### config.mk
export PLATFORM = sky130hd
export DESIGN_NAME = lsr_regs
export DESIGN_NICKNAME = d
export VERILOG_FILES = /design/src/rtl/lsr_pkg.sv /design/src/rtl/lsr_regs.sv
export SDC_FILE = /design/constraint.sdc
export NUM_CORES = 1
export LEC_CHECK = 0
export BUFFER_PORTS_ARGS = -buffer_cell sky130_fd_sc_hd__buf_4
export CORE_AREA = 4 4 137 152
export CTS_CLUSTER_SIZE = 14
export DETAILED_ROUTE_END_ITERATION = 6
export DIE_AREA = 0 0 141 156
export GPL_ROUTABILITY_DRIVEN = 0
export GPL_TIMING_DRIVEN = 0
export PLACE_DENSITY = 0.89
export SYNTH_ARGS = -nofsm -noshare
export SYNTH_HDL_FRONTEND = slang
export SYNTH_SLANG_ARGS = --single-unit
### constraint.sdc
create_clock -name clk -period 6.8 [get_ports clk]
set_clock_uncertainty 0.1 [all_clocks]
set_input_delay 0.68 -clock clk [delete_from_list [all_inputs] [get_ports clk]]
set_output_delay 0.68 -clock clk [all_outputs]
set_load 0.01 [all_outputs]
### src/rtl/lsr_pkg.sv
// Package for the link status and test register bank.
// Assumes one 250 MHz clock and a word-wide register port with byte offsets.
package lsr_pkg;

  // Register offsets on the register port.
  localparam logic [7:0] OFS_RUN_STATE = 8'h00;
  localparam logic [7:0] OFS_SLOW_BUS_RESULT = 8'h04;
  localparam logic [7:0] OFS_ARRAY_FLAG = 8'h08;
  localparam logic [7:0] OFS_RX_RESET = 8'h0c;
  localparam logic [7:0] OFS_CHANNEL_STATE = 8'h10;
  localparam logic [7:0] OFS_LANE_STATE = 8'h14;
  localparam logic [3:0][7:0] OFS_SOFT_CNT = {8'h24, 8'h20, 8'h1c, 8'h18};
  localparam logic [7:0] OFS_CNT_CLEAR = 8'h28;
  // Order: channel 0 data, channel 0 clock, channel 1 data, channel 1 clock.
  localparam logic [3:0][7:0] OFS_TUNE = {8'h38, 8'h34, 8'h30, 8'h2c};

  // Field positions.
  localparam int BIT_RUNNING = 0;
  localparam int BIT_CHECKSUM_OK = 0;
  localparam int BIT_BAD_PACKET = 1;
  localparam int BIT_PARITY_FAULT = 2;
  localparam int CHECKSUM_LSB = 8;
  localparam int BIT_UNSUPPORTED = 0;
  localparam int BIT_RX_RESET = 0;
  localparam int CH_UP_LSB = 0;
  localparam int BIT_CLK_UNLOCKED = 4;
  localparam int BIT_PLL_LOCKED = 5;
  localparam int LANE_UP_LSB = 0;
  localparam int BIT_CNT_CLEAR = 0;
  localparam int SWING_LSB = 0;
  localparam int POST_LSB = 8;
  localparam int PRE_LSB = 16;

  // Widths and counts.
  localparam int NUM_CH = 4;
  localparam int LANES_PER_CH = 3;
  localparam int NUM_LANES = 12;
  localparam int CNT_W = 20;
  localparam int NUM_TUNE = 4;

  // Reset values and constants.
  localparam logic [3:0] SWING_RESET = 4'h9;
  localparam logic [4:0] POST_RESET = 5'h00;
  localparam logic [4:0] PRE_RESET = 5'h00;
  localparam logic [19:0] CNT_MAX = 20'hfffff;
  localparam logic [23:0] CHECKSUM_PASS = 24'h3c7a55;

endpackage : lsr_pkg

### src/rtl/lsr_regs.sv
// Link status, test result and transmit driver tuning register bank.
// Assumes a simple synchronous register port (one-cycle read or write strobes)
// and status inputs that are already synchronous to clk.

`timescale 1ns/1ps
`default_nettype none

module lsr_regs (
  input wire logic clk,
  input wire logic resetn,
  // Register port.
  input wire logic [7:0] reg_addr,
  input wire logic reg_wr,
  input wire logic reg_rd,
  input wire logic [31:0] reg_wdata,
  output logic [31:0] reg_rdata,
  output logic reg_rvalid,
  // Test engine status.
  input wire logic pattern_test_running,
  input wire logic slow_bus_checksum_ok,
  input wire logic slow_bus_bad_packet,
  input wire logic slow_bus_parity_fault,
  input wire logic [23:0] slow_bus_checksum_value,
  input wire logic unsupported_array_seen,
  // Receive link status.
  input wire logic [3:0] channel_up,
  input wire logic user_clock_unlocked,
  input wire logic first_transceiver_pll_locked,
  input wire logic [11:0] lane_up,
  input wire logic [3:0] soft_error_event,
  output logic receive_link_reset,
  // Transmit driver tuning, index 0..3 as ch0 data, ch0 clock, ch1 data, ch1 clock.
  output logic [3:0][3:0] driver_swing,
  output logic [3:0][4:0] post_cursor_emphasis,
  output logic [3:0][4:0] pre_cursor_emphasis
);

  // Captured status, one cycle behind the inputs.
  logic run_r;
  logic chk_ok_r;
  logic bad_pkt_r;
  logic parity_r;
  logic [23:0] checksum_r;
  logic unsupported_r;
  logic [3:0] ch_up_r;
  logic clk_unlocked_r;
  logic pll_locked_r;
  logic [11:0] lane_up_r;
  logic [19:0] soft_cnt_r [4];
  logic cnt_clear;
  logic [31:0] rdata_nxt;

  // Status is registered so that a read returns a stable snapshot and the
  // read mux never sees an input that changes mid-cycle.
  always_ff @(posedge clk) begin
    if (!resetn) begin
      run_r <= 1'b0;
      chk_ok_r <= 1'b0;
      bad_pkt_r <= 1'b0;
      parity_r <= 1'b0;
      checksum_r <= 24'h000000;
      unsupported_r <= 1'b0;
    end else begin
      run_r <= pattern_test_running;
      chk_ok_r <= slow_bus_checksum_ok;
      bad_pkt_r <= slow_bus_bad_packet;
      parity_r <= slow_bus_parity_fault;
      checksum_r <= slow_bus_checksum_value;
      unsupported_r <= unsupported_array_seen;
    end
  end

  // Receive link status snapshot.
  always_ff @(posedge clk) begin
    if (!resetn) begin
      ch_up_r <= 4'h0;
      clk_unlocked_r <= 1'b0;
      pll_locked_r <= 1'b0;
      lane_up_r <= 12'h000;
    end else begin
      ch_up_r <= channel_up;
      clk_unlocked_r <= user_clock_unlocked;
      pll_locked_r <= first_transceiver_pll_locked;
      lane_up_r <= lane_up;
    end
  end

  // Receive reset is a one-cycle pulse; nothing is stored, so it reads as zero.
  always_ff @(posedge clk) begin
    if (!resetn) begin
      receive_link_reset <= 1'b0;
    end else begin
      receive_link_reset <= reg_wr && (reg_addr == lsr_pkg::OFS_RX_RESET)
                            && reg_wdata[lsr_pkg::BIT_RX_RESET];
    end
  end

  // The clear strobe acts in the cycle of the write and leaves no state behind.
  assign cnt_clear = reg_wr && (reg_addr == lsr_pkg::OFS_CNT_CLEAR)
                     && reg_wdata[lsr_pkg::BIT_CNT_CLEAR];

  // One saturating counter per channel. An error in the clear cycle counts
  // as the first error after the clear so that it is not lost.
  generate
    for (genvar c = 0; c < lsr_pkg::NUM_CH; c++) begin : g_cnt
      always_ff @(posedge clk) begin
        if (!resetn) begin
          soft_cnt_r[c] <= 20'h00000;
        end else if (cnt_clear) begin
          soft_cnt_r[c] <= {19'h00000, soft_error_event[c]};
        end else if (soft_error_event[c] && (soft_cnt_r[c] != lsr_pkg::CNT_MAX)) begin
          soft_cnt_r[c] <= soft_cnt_r[c] + 20'h00001;
        end
      end
    end
  endgenerate

  // Tuning registers, one per driver output; clock outputs are separate.
  generate
    for (genvar t = 0; t < lsr_pkg::NUM_TUNE; t++) begin : g_tune
      always_ff @(posedge clk) begin
        if (!resetn) begin
          driver_swing[t] <= lsr_pkg::SWING_RESET;
          post_cursor_emphasis[t] <= lsr_pkg::POST_RESET;
          pre_cursor_emphasis[t] <= lsr_pkg::PRE_RESET;
        end else if (reg_wr && (reg_addr == lsr_pkg::OFS_TUNE[t])) begin
          driver_swing[t] <= reg_wdata[lsr_pkg::SWING_LSB +: 4];
          post_cursor_emphasis[t] <= reg_wdata[lsr_pkg::POST_LSB +: 5];
          pre_cursor_emphasis[t] <= reg_wdata[lsr_pkg::PRE_LSB +: 5];
        end
      end
    end
  endgenerate

  // Read decode. Write-only and unmapped offsets read as zero, as do unused bits.
  always_comb begin
    rdata_nxt = 32'h00000000;
    if (reg_addr == lsr_pkg::OFS_RUN_STATE) begin
      rdata_nxt[lsr_pkg::BIT_RUNNING] = run_r;
    end else if (reg_addr == lsr_pkg::OFS_SLOW_BUS_RESULT) begin
      rdata_nxt[lsr_pkg::BIT_CHECKSUM_OK] = chk_ok_r;
      rdata_nxt[lsr_pkg::BIT_BAD_PACKET] = bad_pkt_r;
      rdata_nxt[lsr_pkg::BIT_PARITY_FAULT] = parity_r;
      rdata_nxt[lsr_pkg::CHECKSUM_LSB +: 24] = checksum_r;
    end else if (reg_addr == lsr_pkg::OFS_ARRAY_FLAG) begin
      rdata_nxt[lsr_pkg::BIT_UNSUPPORTED] = unsupported_r;
    end else if (reg_addr == lsr_pkg::OFS_CHANNEL_STATE) begin
      rdata_nxt[lsr_pkg::CH_UP_LSB +: 4] = ch_up_r;
      rdata_nxt[lsr_pkg::BIT_CLK_UNLOCKED] = clk_unlocked_r;
      rdata_nxt[lsr_pkg::BIT_PLL_LOCKED] = pll_locked_r;
    end else if (reg_addr == lsr_pkg::OFS_LANE_STATE) begin
      rdata_nxt[lsr_pkg::LANE_UP_LSB +: 12] = lane_up_r;
    end else if (reg_addr == lsr_pkg::OFS_SOFT_CNT[0]) begin
      rdata_nxt[19:0] = soft_cnt_r[0];
    end else if (reg_addr == lsr_pkg::OFS_SOFT_CNT[1]) begin
      rdata_nxt[19:0] = soft_cnt_r[1];
    end else if (reg_addr == lsr_pkg::OFS_SOFT_CNT[2]) begin
      rdata_nxt[19:0] = soft_cnt_r[2];
    end else if (reg_addr == lsr_pkg::OFS_SOFT_CNT[3]) begin
      rdata_nxt[19:0] = soft_cnt_r[3];
    end else if (reg_addr == lsr_pkg::OFS_TUNE[0]) begin
      rdata_nxt = {11'h000, pre_cursor_emphasis[0], 3'h0, post_cursor_emphasis[0], 4'h0, driver_swing[0]};
    end else if (reg_addr == lsr_pkg::OFS_TUNE[1]) begin
      rdata_nxt = {11'h000, pre_cursor_emphasis[1], 3'h0, post_cursor_emphasis[1], 4'h0, driver_swing[1]};
    end else if (reg_addr == lsr_pkg::OFS_TUNE[2]) begin
      rdata_nxt = {11'h000, pre_cursor_emphasis[2], 3'h0, post_cursor_emphasis[2], 4'h0, driver_swing[2]};
    end else if (reg_addr == lsr_pkg::OFS_TUNE[3]) begin
      rdata_nxt = {11'h000, pre_cursor_emphasis[3], 3'h0, post_cursor_emphasis[3], 4'h0, driver_swing[3]};
    end
  end

  // Read answer one cycle after the strobe; data holds until the next read.
  always_ff @(posedge clk) begin
    if (!resetn) begin
      reg_rdata <= 32'h00000000;
      reg_rvalid <= 1'b0;
    end else begin
      reg_rvalid <= reg_rd;
      if (reg_rd) begin
        reg_rdata <= rdata_nxt;
      end
    end
  end
endmodule : lsr_regs

`default_nettype wire

==> results.py, run 1 <==
metrics = {
    "timing": {
        "final_hold_viol_count": 0,
        "period_share_pct": 42.2,
        "finalSetupViolCount": 0,
        "max_freq_ghz": 0.348,
        "min_period_ns": 2.87,
        "worst_slew_pin_slew_ns": 1.33,
        "relSlewSlack_pct": 10.8,
        "hold_ws_ns": 0.251,
        "rsz0062_at_grt": "false",
        "finalSetupTns_ns": 0,
        "report.final.slew_viol_count": 0,
        "worst_slack_ns": 3.93,
    },
    "grt": {
        "grt_pass1_vias": 9613,
        "antenna_found_initial": 1,
        "overflow": 0,
        "gr-usage-all-layers_pct": 30.2,
        "grt_first_pass_wirelength_um": 52800,
        "grt_max_degree": 21,
    },
    "floorplan": {
        "io_pins": 185,
        "rows": 53,
        "design.core.area_mm2": 0.0191,
        "die-area_mm2": 0.0220,
        "initial_core_util_pct": 54.7,
        "die_h_um": 156,
        "fp.dieW_um": 141,
    },
    "placed_design": {
        "port-buffer-count": 161,
        "dp.final_hpwl_um": 25300,
        "dp_worst_setup_slack_ns": 3.62,
    },
    "setup_path": {
        "r2r_setup_slack_ns": 3.93,
        "endpoint": "soft_cnt_r[2][14]",
        "crit_required_ns": 6.75,
        "end_kind": "register",
        "cp-start-kind": "register",
        "critPathKind": "register to register",
        "crit_path_start": "soft_cnt_r[2][0]",
        "reg2reg_to": "soft_cnt_r[2][14]",
        "r2r_start": "soft_cnt_r[2][0]",
        "critPathMaxFanout": 20,
        "rr_worst_depth": 6,
        "worstPathArrival_ns": 2.82,
    },
    "run": {
        "maxCapViolations": 0,
    },
    "logic_synthesis": {
        "yosys.cell_types.count": 68,
        "netlist_area_mm2": 0.0104,
        "yosysTopAreaCell": "dfxtp_1",
        "synth_edf_count": 80,
        "yosysWarningCount": 0,
        "synth_ff_type": "dfxtp_1",
        "synthCells": 1150,
        "synth.top_cell.area_share_pct": 26.3,
        "syn-num-nets": 1249,
        "ys_seq_elements": 217,
        "synth_area_per_cell_um2": 9.08,
        "yosys-top-cells-area": "dfxtp_1 26%, edfxtp_1 23%, nand2_1 6.4%, nor2_1 4.6%, a21oi_1 3.9%",
        "async_flop_share_pct": 0,
        "synth-seq-area-share_pct": 49.3,
    },
    "drt": {
        "dr.pass1.iters": 7,
        "drt-met1-wl_um": 12000,
        "initialDrtViolationCount": 1601,
        "highest_layer": "met5",
        "ant_nets": 0,
        "drc": 38,
        "vias_per_cell": 6.32,
        "wl_per_cell_um": 21.7,
        "wl_um": 34600,
        "route.met3.wl_um": 4550,
        "num_vias": 10098,
        "wl_met2_um": 15400,
    },
    "cells_and_area": {
        "nFillCells": 1409,
        "area_growth_pct": 21.6,
        "insertedDiodeCount": 0,
        "layout-drive-gt1-share_pct": 19.0,
        "final_core_util_pct": 66.5,
        "nets": 1434,
        "multi_input_area_mm2": 0.00487,
        "seqCellArea_mm2": 0.00514,
    },
    "power_and_ir_drop": {
        "p_leak_nw": 4.81,
        "peakVddDrop_v": 0.000230,
        "cellPowerDensity_mw_per_mm2": 229,
    },
    "clock_tree": {
        "tritoncts": "done",
        "clkLatencyLatePin_ns": 0.53,
        "cts-htree-levels": 1,
        "cts_buffer_depth": 3,
        "hold_buffers": 0,
        "path_clk_slew_ns": 0.07,
        "numClockSinks": 217,
        "cts_buffers": 22,
        "post_cts_buffers": 0,
        "cts-resized-gates": 0,
        "ctsRootBufferMaster": "clkbuf_16",
    },
    "min_path": {
        "worstHoldPathType": "primary input to register",
    },
    "outcome": {
        "violations": "DRC",
        "status": "finished, violations left",
    },
}
## kinds of logic (layout without fill, tap and decap cells)
kind of cell | after synthesis | after routing | synth area share [%]
flops | 217 | 217 | 49.3
fa+ha+maj | 5 | 5 | 0.575
buf+inv | 94 | 295 | 4.05
simple gates | 517 | 517 | 24.0
xor+xnor | 71 | 71 | 5.96
mux | 15 | 15 | 1.45
compound gates | 231 | 231 | 14.7
## synthesized netlist by cell type, types with 4 or more instances
master and count:
xor2_1 38, nor2b_1 8, o2bb2ai_1 4, o22ai_1 7
a32oi_1 4, or3_1 5, inv_1 20, dfxtp_1 137
a31oi_1 4, nand3_1 46, a22oi_1 19, mux2i_1 14
o32ai_1 4, buf_2 35, o311ai_0 7, nand4_1 18
nor2_1 127, a221oi_1 7, nor3_1 18, or2_2 4
clkbuf_1 33, ha_1 4, and2_1 56, nand2_1 177
a222oi_1 6, a211oi_1 7, nand2b_1 10, and4_1 10
xnor2_1 33, and3_1 14, o21ai_0 33, a2bb2oi_1 7
o31ai_1 4, edfxtp_1 80, a21oi_1 82, a22o_1 16
## registers in the layout (all words and copies together) (netlist names), 4 cells and up
| name | count |
|---|---|
| soft_cnt_r | 80 |
| ch_up_r | 4 |
| pre_cursor_emphasis | 20 |
| driver_swing | 16 |
| reg_rdata | 32 |
| lane_up_r | 12 |
| checksum_r | 24 |
| post_cursor_emphasis | 20 |
## critical path, cell delays in order, from the launching register on
cell	delay (ns)
edfxtp_1	0.49
ha_1	0.29
and2_1	0.17
nand4_1	0.24
or3_1	0.48
nand2_1	0.10
nand2_1	0.51
## cells in the final DEF (no fill, tap or decap), drive strengths merged, types with 5 or more instances in the layout
cell type	netlist	final
a21oi	82	82
nor3	21	21
nor2	128	128
and2	56	56
a22o	16	16
o311ai	7	7
o21ai	33	33
a22oi	19	19
dfxtp	137	137
and3	14	14
clkbuf	33	64
nor2b	8	8
o22ai	7	7
and4	10	10
nand2	177	177
clkinv	0	8
xor2	38	38
nand3	47	47
xnor2	33	33
inv	20	20
edfxtp	80	80
buf	41	202
nand2b	10	10
or3	5	5
a221oi	7	7
mux2i	14	14
a211oi	7	7
a222oi	6	6
a2bb2oi	7	7
nand4	18	18
## per-stage QoR
stage / cell area [um^2] / std cells / power [mW]
2_1_floorplan: 10400 / 1150 / 1.58
3_3_place_gp: 12000 / 1558 / 1.68
3_5_place_dp: 12000 / 1558 / 1.69
6_report: 12700 / 1598 / 2.91
4_1_cts: 12700 / 1598 / 2.89
5_1_grt: 12700 / 1598 / 2.97
## routing by layer
metal  vias up  GRT usage, %
li1       4450             -
met3       223          8.40
met5         -             0
met2       799          47.4
met4         2          18.1
met1      4624          37.2
## power breakdown
| part | internal [mW] | switching (mW) |
|---|---|---|
| clock network | 0.712 | 0.523 |
| registers | 1.40 | 0.0571 |
| logic | 0.0889 | 0.132 |
| total | 2.20 | 0.712 |
## worst min path at each step
stage / depth (start not counted) / start / endpoint
floorplan: 2 / checksum_r[13] / reg_rdata[21]
global placement: 2 / checksum_r[21] / reg_rdata[29]
detailed placement: 2 / checksum_r[21] / reg_rdata[29]
global route: 2 / slow_bus_bad_packet / bad_pkt_r
finish: 2 / slow_bus_checksum_value[10] / checksum_r[10]
CTS: 2 / slow_bus_bad_packet / bad_pkt_r
## area by class of cell
type / instances / share of cell area, %
plain buffers: 74 / 2.74
clock buffers: 31 / 5.16
clock inverters: 9 / 0.641
inverters: 20 / 0.591
multi-input cells: 839 / 38.4
flip-flops and latches: 217 / 40.5
well taps: 247 / 2.43
repair buffers: 161 / 9.52
No activity file was read; power rests on OpenSTA's default activity.
==> run 2: changes to the inputs <==
CORE_AREA = 4 4 142 158   (was 4 4 137 152)
DIE_AREA = 0 0 146 162   (was 0 0 141 156)
PLACE_DENSITY = 0.87   (was 0.89)
clock period = 2.4 ns   (was 6.8 ns; I/O delays follow)
==> run 2 against run 1 <==
Against the previous run:
- via count increased by 4.5%
- the run still ends with DRC left
- non-clock buffer count increased by 71
- critical endpoint is now soft_cnt_r[2][18]
- design area increased by 6.4%
- largest power group unchanged
==> results.py, run 2 (synthesized netlist as in run 1, its figures left out) <==
metrics = {
    "outcome": {
        "status": "finished, violations left",
        "violations": "DRC",
    },
    "setup_path": {
        "critPathKind": "register to register",
        "end_kind": "register",
        "rr_worst_depth": 7,
        "critPathMaxFanout": 10,
        "crit_buf_inv": 2,
        "crit_required_ns": 2.56,
        "r2r_start": "soft_cnt_r[2][2]",
        "path_cells": "and4_1 -> buf_2 -> nand4_1 -> or3_1 -> nand3_2 -> buf_4 -> nor2_1",
        "slowest_stage": "edfxtp_1",
        "crit_family": "simple AND/OR/NAND/NOR gates",
        "reg2reg_to": "soft_cnt_r[2][18]",
        "slowest_delay_ns": 0.47,
        "cp-start-kind": "register",
        "r2r_setup_slack_ns": 0.09,
        "worstPathArrival_ns": 2.47,
    },
    "drt": {
        "dr.pass1.iters": 7,
        "drc": 124,
        "ant_nets": 0,
        "initialDrtViolationCount": 1771,
        "vias_per_cell": 6.27,
        "wl_per_cell_um": 22.2,
        "wl_um": 37300,
        "num_vias": 10555,
    },
    "timing": {
        "max_freq_ghz": 0.433,
        "worst_slew_pin_slew_ns": 0.870,
        "worst_slack_ns": 0.0891,
        "final_hold_viol_count": 0,
        "period_share_pct": 96.3,
        "min_period_ns": 2.31,
        "relSlewSlack_pct": 41.6,
        "report.final.slew_viol_count": 0,
        "finalSetupViolCount": 0,
        "rsz0062_at_grt": "false",
    },
    "power_and_ir_drop": {
        "cellPowerDensity_mw_per_mm2": 634,
        "peakVddDrop_v": 0.000497,
        "p_leak_nw": 5.14,
    },
    "cells_and_area": {
        "multi_input_area_mm2": 0.00491,
        "final_cells": 1684,
        "area_growth_pct": 29.4,
        "largest_reg_flops": 80,
        "top_regs": "soft_cnt_r x80, reg_rdata x32, checksum_r x24",
        "nFillCells": 1521,
        "seqCellArea_mm2": 0.00514,
        "layout-drive-gt1-share_pct": 18.9,
        "final_cell_mix": "173 x nand2_1, 168 x buf_4, 137 x dfxtp_1",
        "regMostFlops": "soft_cnt_r",
        "insertedDiodeCount": 0,
        "final_common_cell": "nand2_1",
        "nets": 1506,
    },
    "grt": {
        "grt_max_degree": 21,
        "grt_first_pass_wirelength_um": 57100,
        "gr-usage-all-layers_pct": 30.0,
        "antenna_found_initial": 0,
        "overflow": 0,
        "grt_pass1_vias": 10509,
    },
    "min_path": {
        "min_to": "receive_link_reset",
        "worstHoldPathType": "primary input to register",
        "holdPathStages": 3,
        "min_from": "reg_addr[4]",
    },
    "clock_tree": {
        "path_clk_slew_ns": 0.06,
        "cts_buffers": 23,
        "numClockSinks": 217,
        "cts-htree-levels": 1,
        "ctsRootBufferMaster": "clkbuf_16",
        "clkLatencyLatePin_ns": 0.51,
        "tritoncts": "done",
        "cts_buffer_depth": 3,
    },
    "placed_design": {
        "port-buffer-count": 161,
        "place_inst": 1572,
        "dp_worst_setup_slack_ns": -0.372,
        "dp.final_hpwl_um": 25500,
    },
    "floorplan": {
        "io_pins": 185,
        "fp.dieW_um": 146,
        "rows": 56,
        "die-area_mm2": 0.0237,
        "design.core.area_mm2": 0.0210,
        "initial_core_util_pct": 49.8,
        "die_h_um": 162,
    },
    "run": {
        "maxCapViolations": 0,
    },
}
-- run 2: cell count changes in the layout (fill, tap and decap cells not counted), sizes merged --
cell / delta
inv: +2
clkbuf: +2
buf: +4
clkinv: -3
dlygate4sd3: +67
-- run 2: how the worst max path moves through the flow --
stage / startpoint / endpoint / slack, ns / cells past startpoint
after global placement: reg_addr[2] / soft_cnt_r[1][11] / -0.32 / 6
after detailed placement: soft_cnt_r[2][0] / soft_cnt_r[2][14] / -0.37 / 6
final: soft_cnt_r[2][2] / soft_cnt_r[2][18] / 0.09 / 7
after floorplan: soft_cnt_r[2][0] / soft_cnt_r[2][0] / 0.11 / 6
after CTS: soft_cnt_r[1][2] / soft_cnt_r[1][11] / 0.03 / 6
after global routing: soft_cnt_r[1][1] / soft_cnt_r[1][0] / 0.004 / 6
-- run 2: what timing repair did --
action	in CTS	in global routing
resized for setup	6	3
buffers inserted	2	2
hold endpoints to repair	108	0
pin swaps	0	1
hold buffers	67	0
setup endpoints to repair	90	87
-- run 2: cell type report --
type                            count  area share, %
Clock inverter                      8          0.565
Sequential cell                   217           38.1
Multi-Input combinational cell    839           36.4
Buffer                             74           2.58
Tap cell                          261           2.42
Timing Repair Buffer              232           14.1
Clock buffer                       33           5.31
Inverter                           20          0.556
-- run 2: layer usage --
layer  vias up  global-route usage (%)  part of all wire, %
met5         -                       0                    0
met4         0                    20.2                  8.4
met3       255                    8.87                   13
met2       886                    47.7                   45
met1      4836                    35.4                   34
li1       4578                       -                    -
-- run 2: per-stage QoR --
stage	utilization (%)	instance area [um^2]	setup TNS (ns)	power, mW	hold slack [ns]
3_3_place_gp	57.2	12000	-33.89	4.76	0.342
6_report	64.5	13500	0	8.56	0.0958
4_1_cts	64.3	13500	0	8.49	0.0723
5_1_grt	64.5	13500	0	8.76	0.0978
3_5_place_dp	57.2	12000	-38.07	4.79	0.351
2_1_floorplan	-	10400	0	4.48	0.264
-- run 2: worst min-delay path: stages --
cell and delay [ns]:
buf_4 0.10, nor4_1 0.10, and3b_1 0.20
-- run 2: power breakdown --
part	switching [mW]	total [mW]	internal (mW)
clock	1.51	3.70	2.20
combinational	0.411	0.738	0.327
sequential	0.163	4.12	3.96
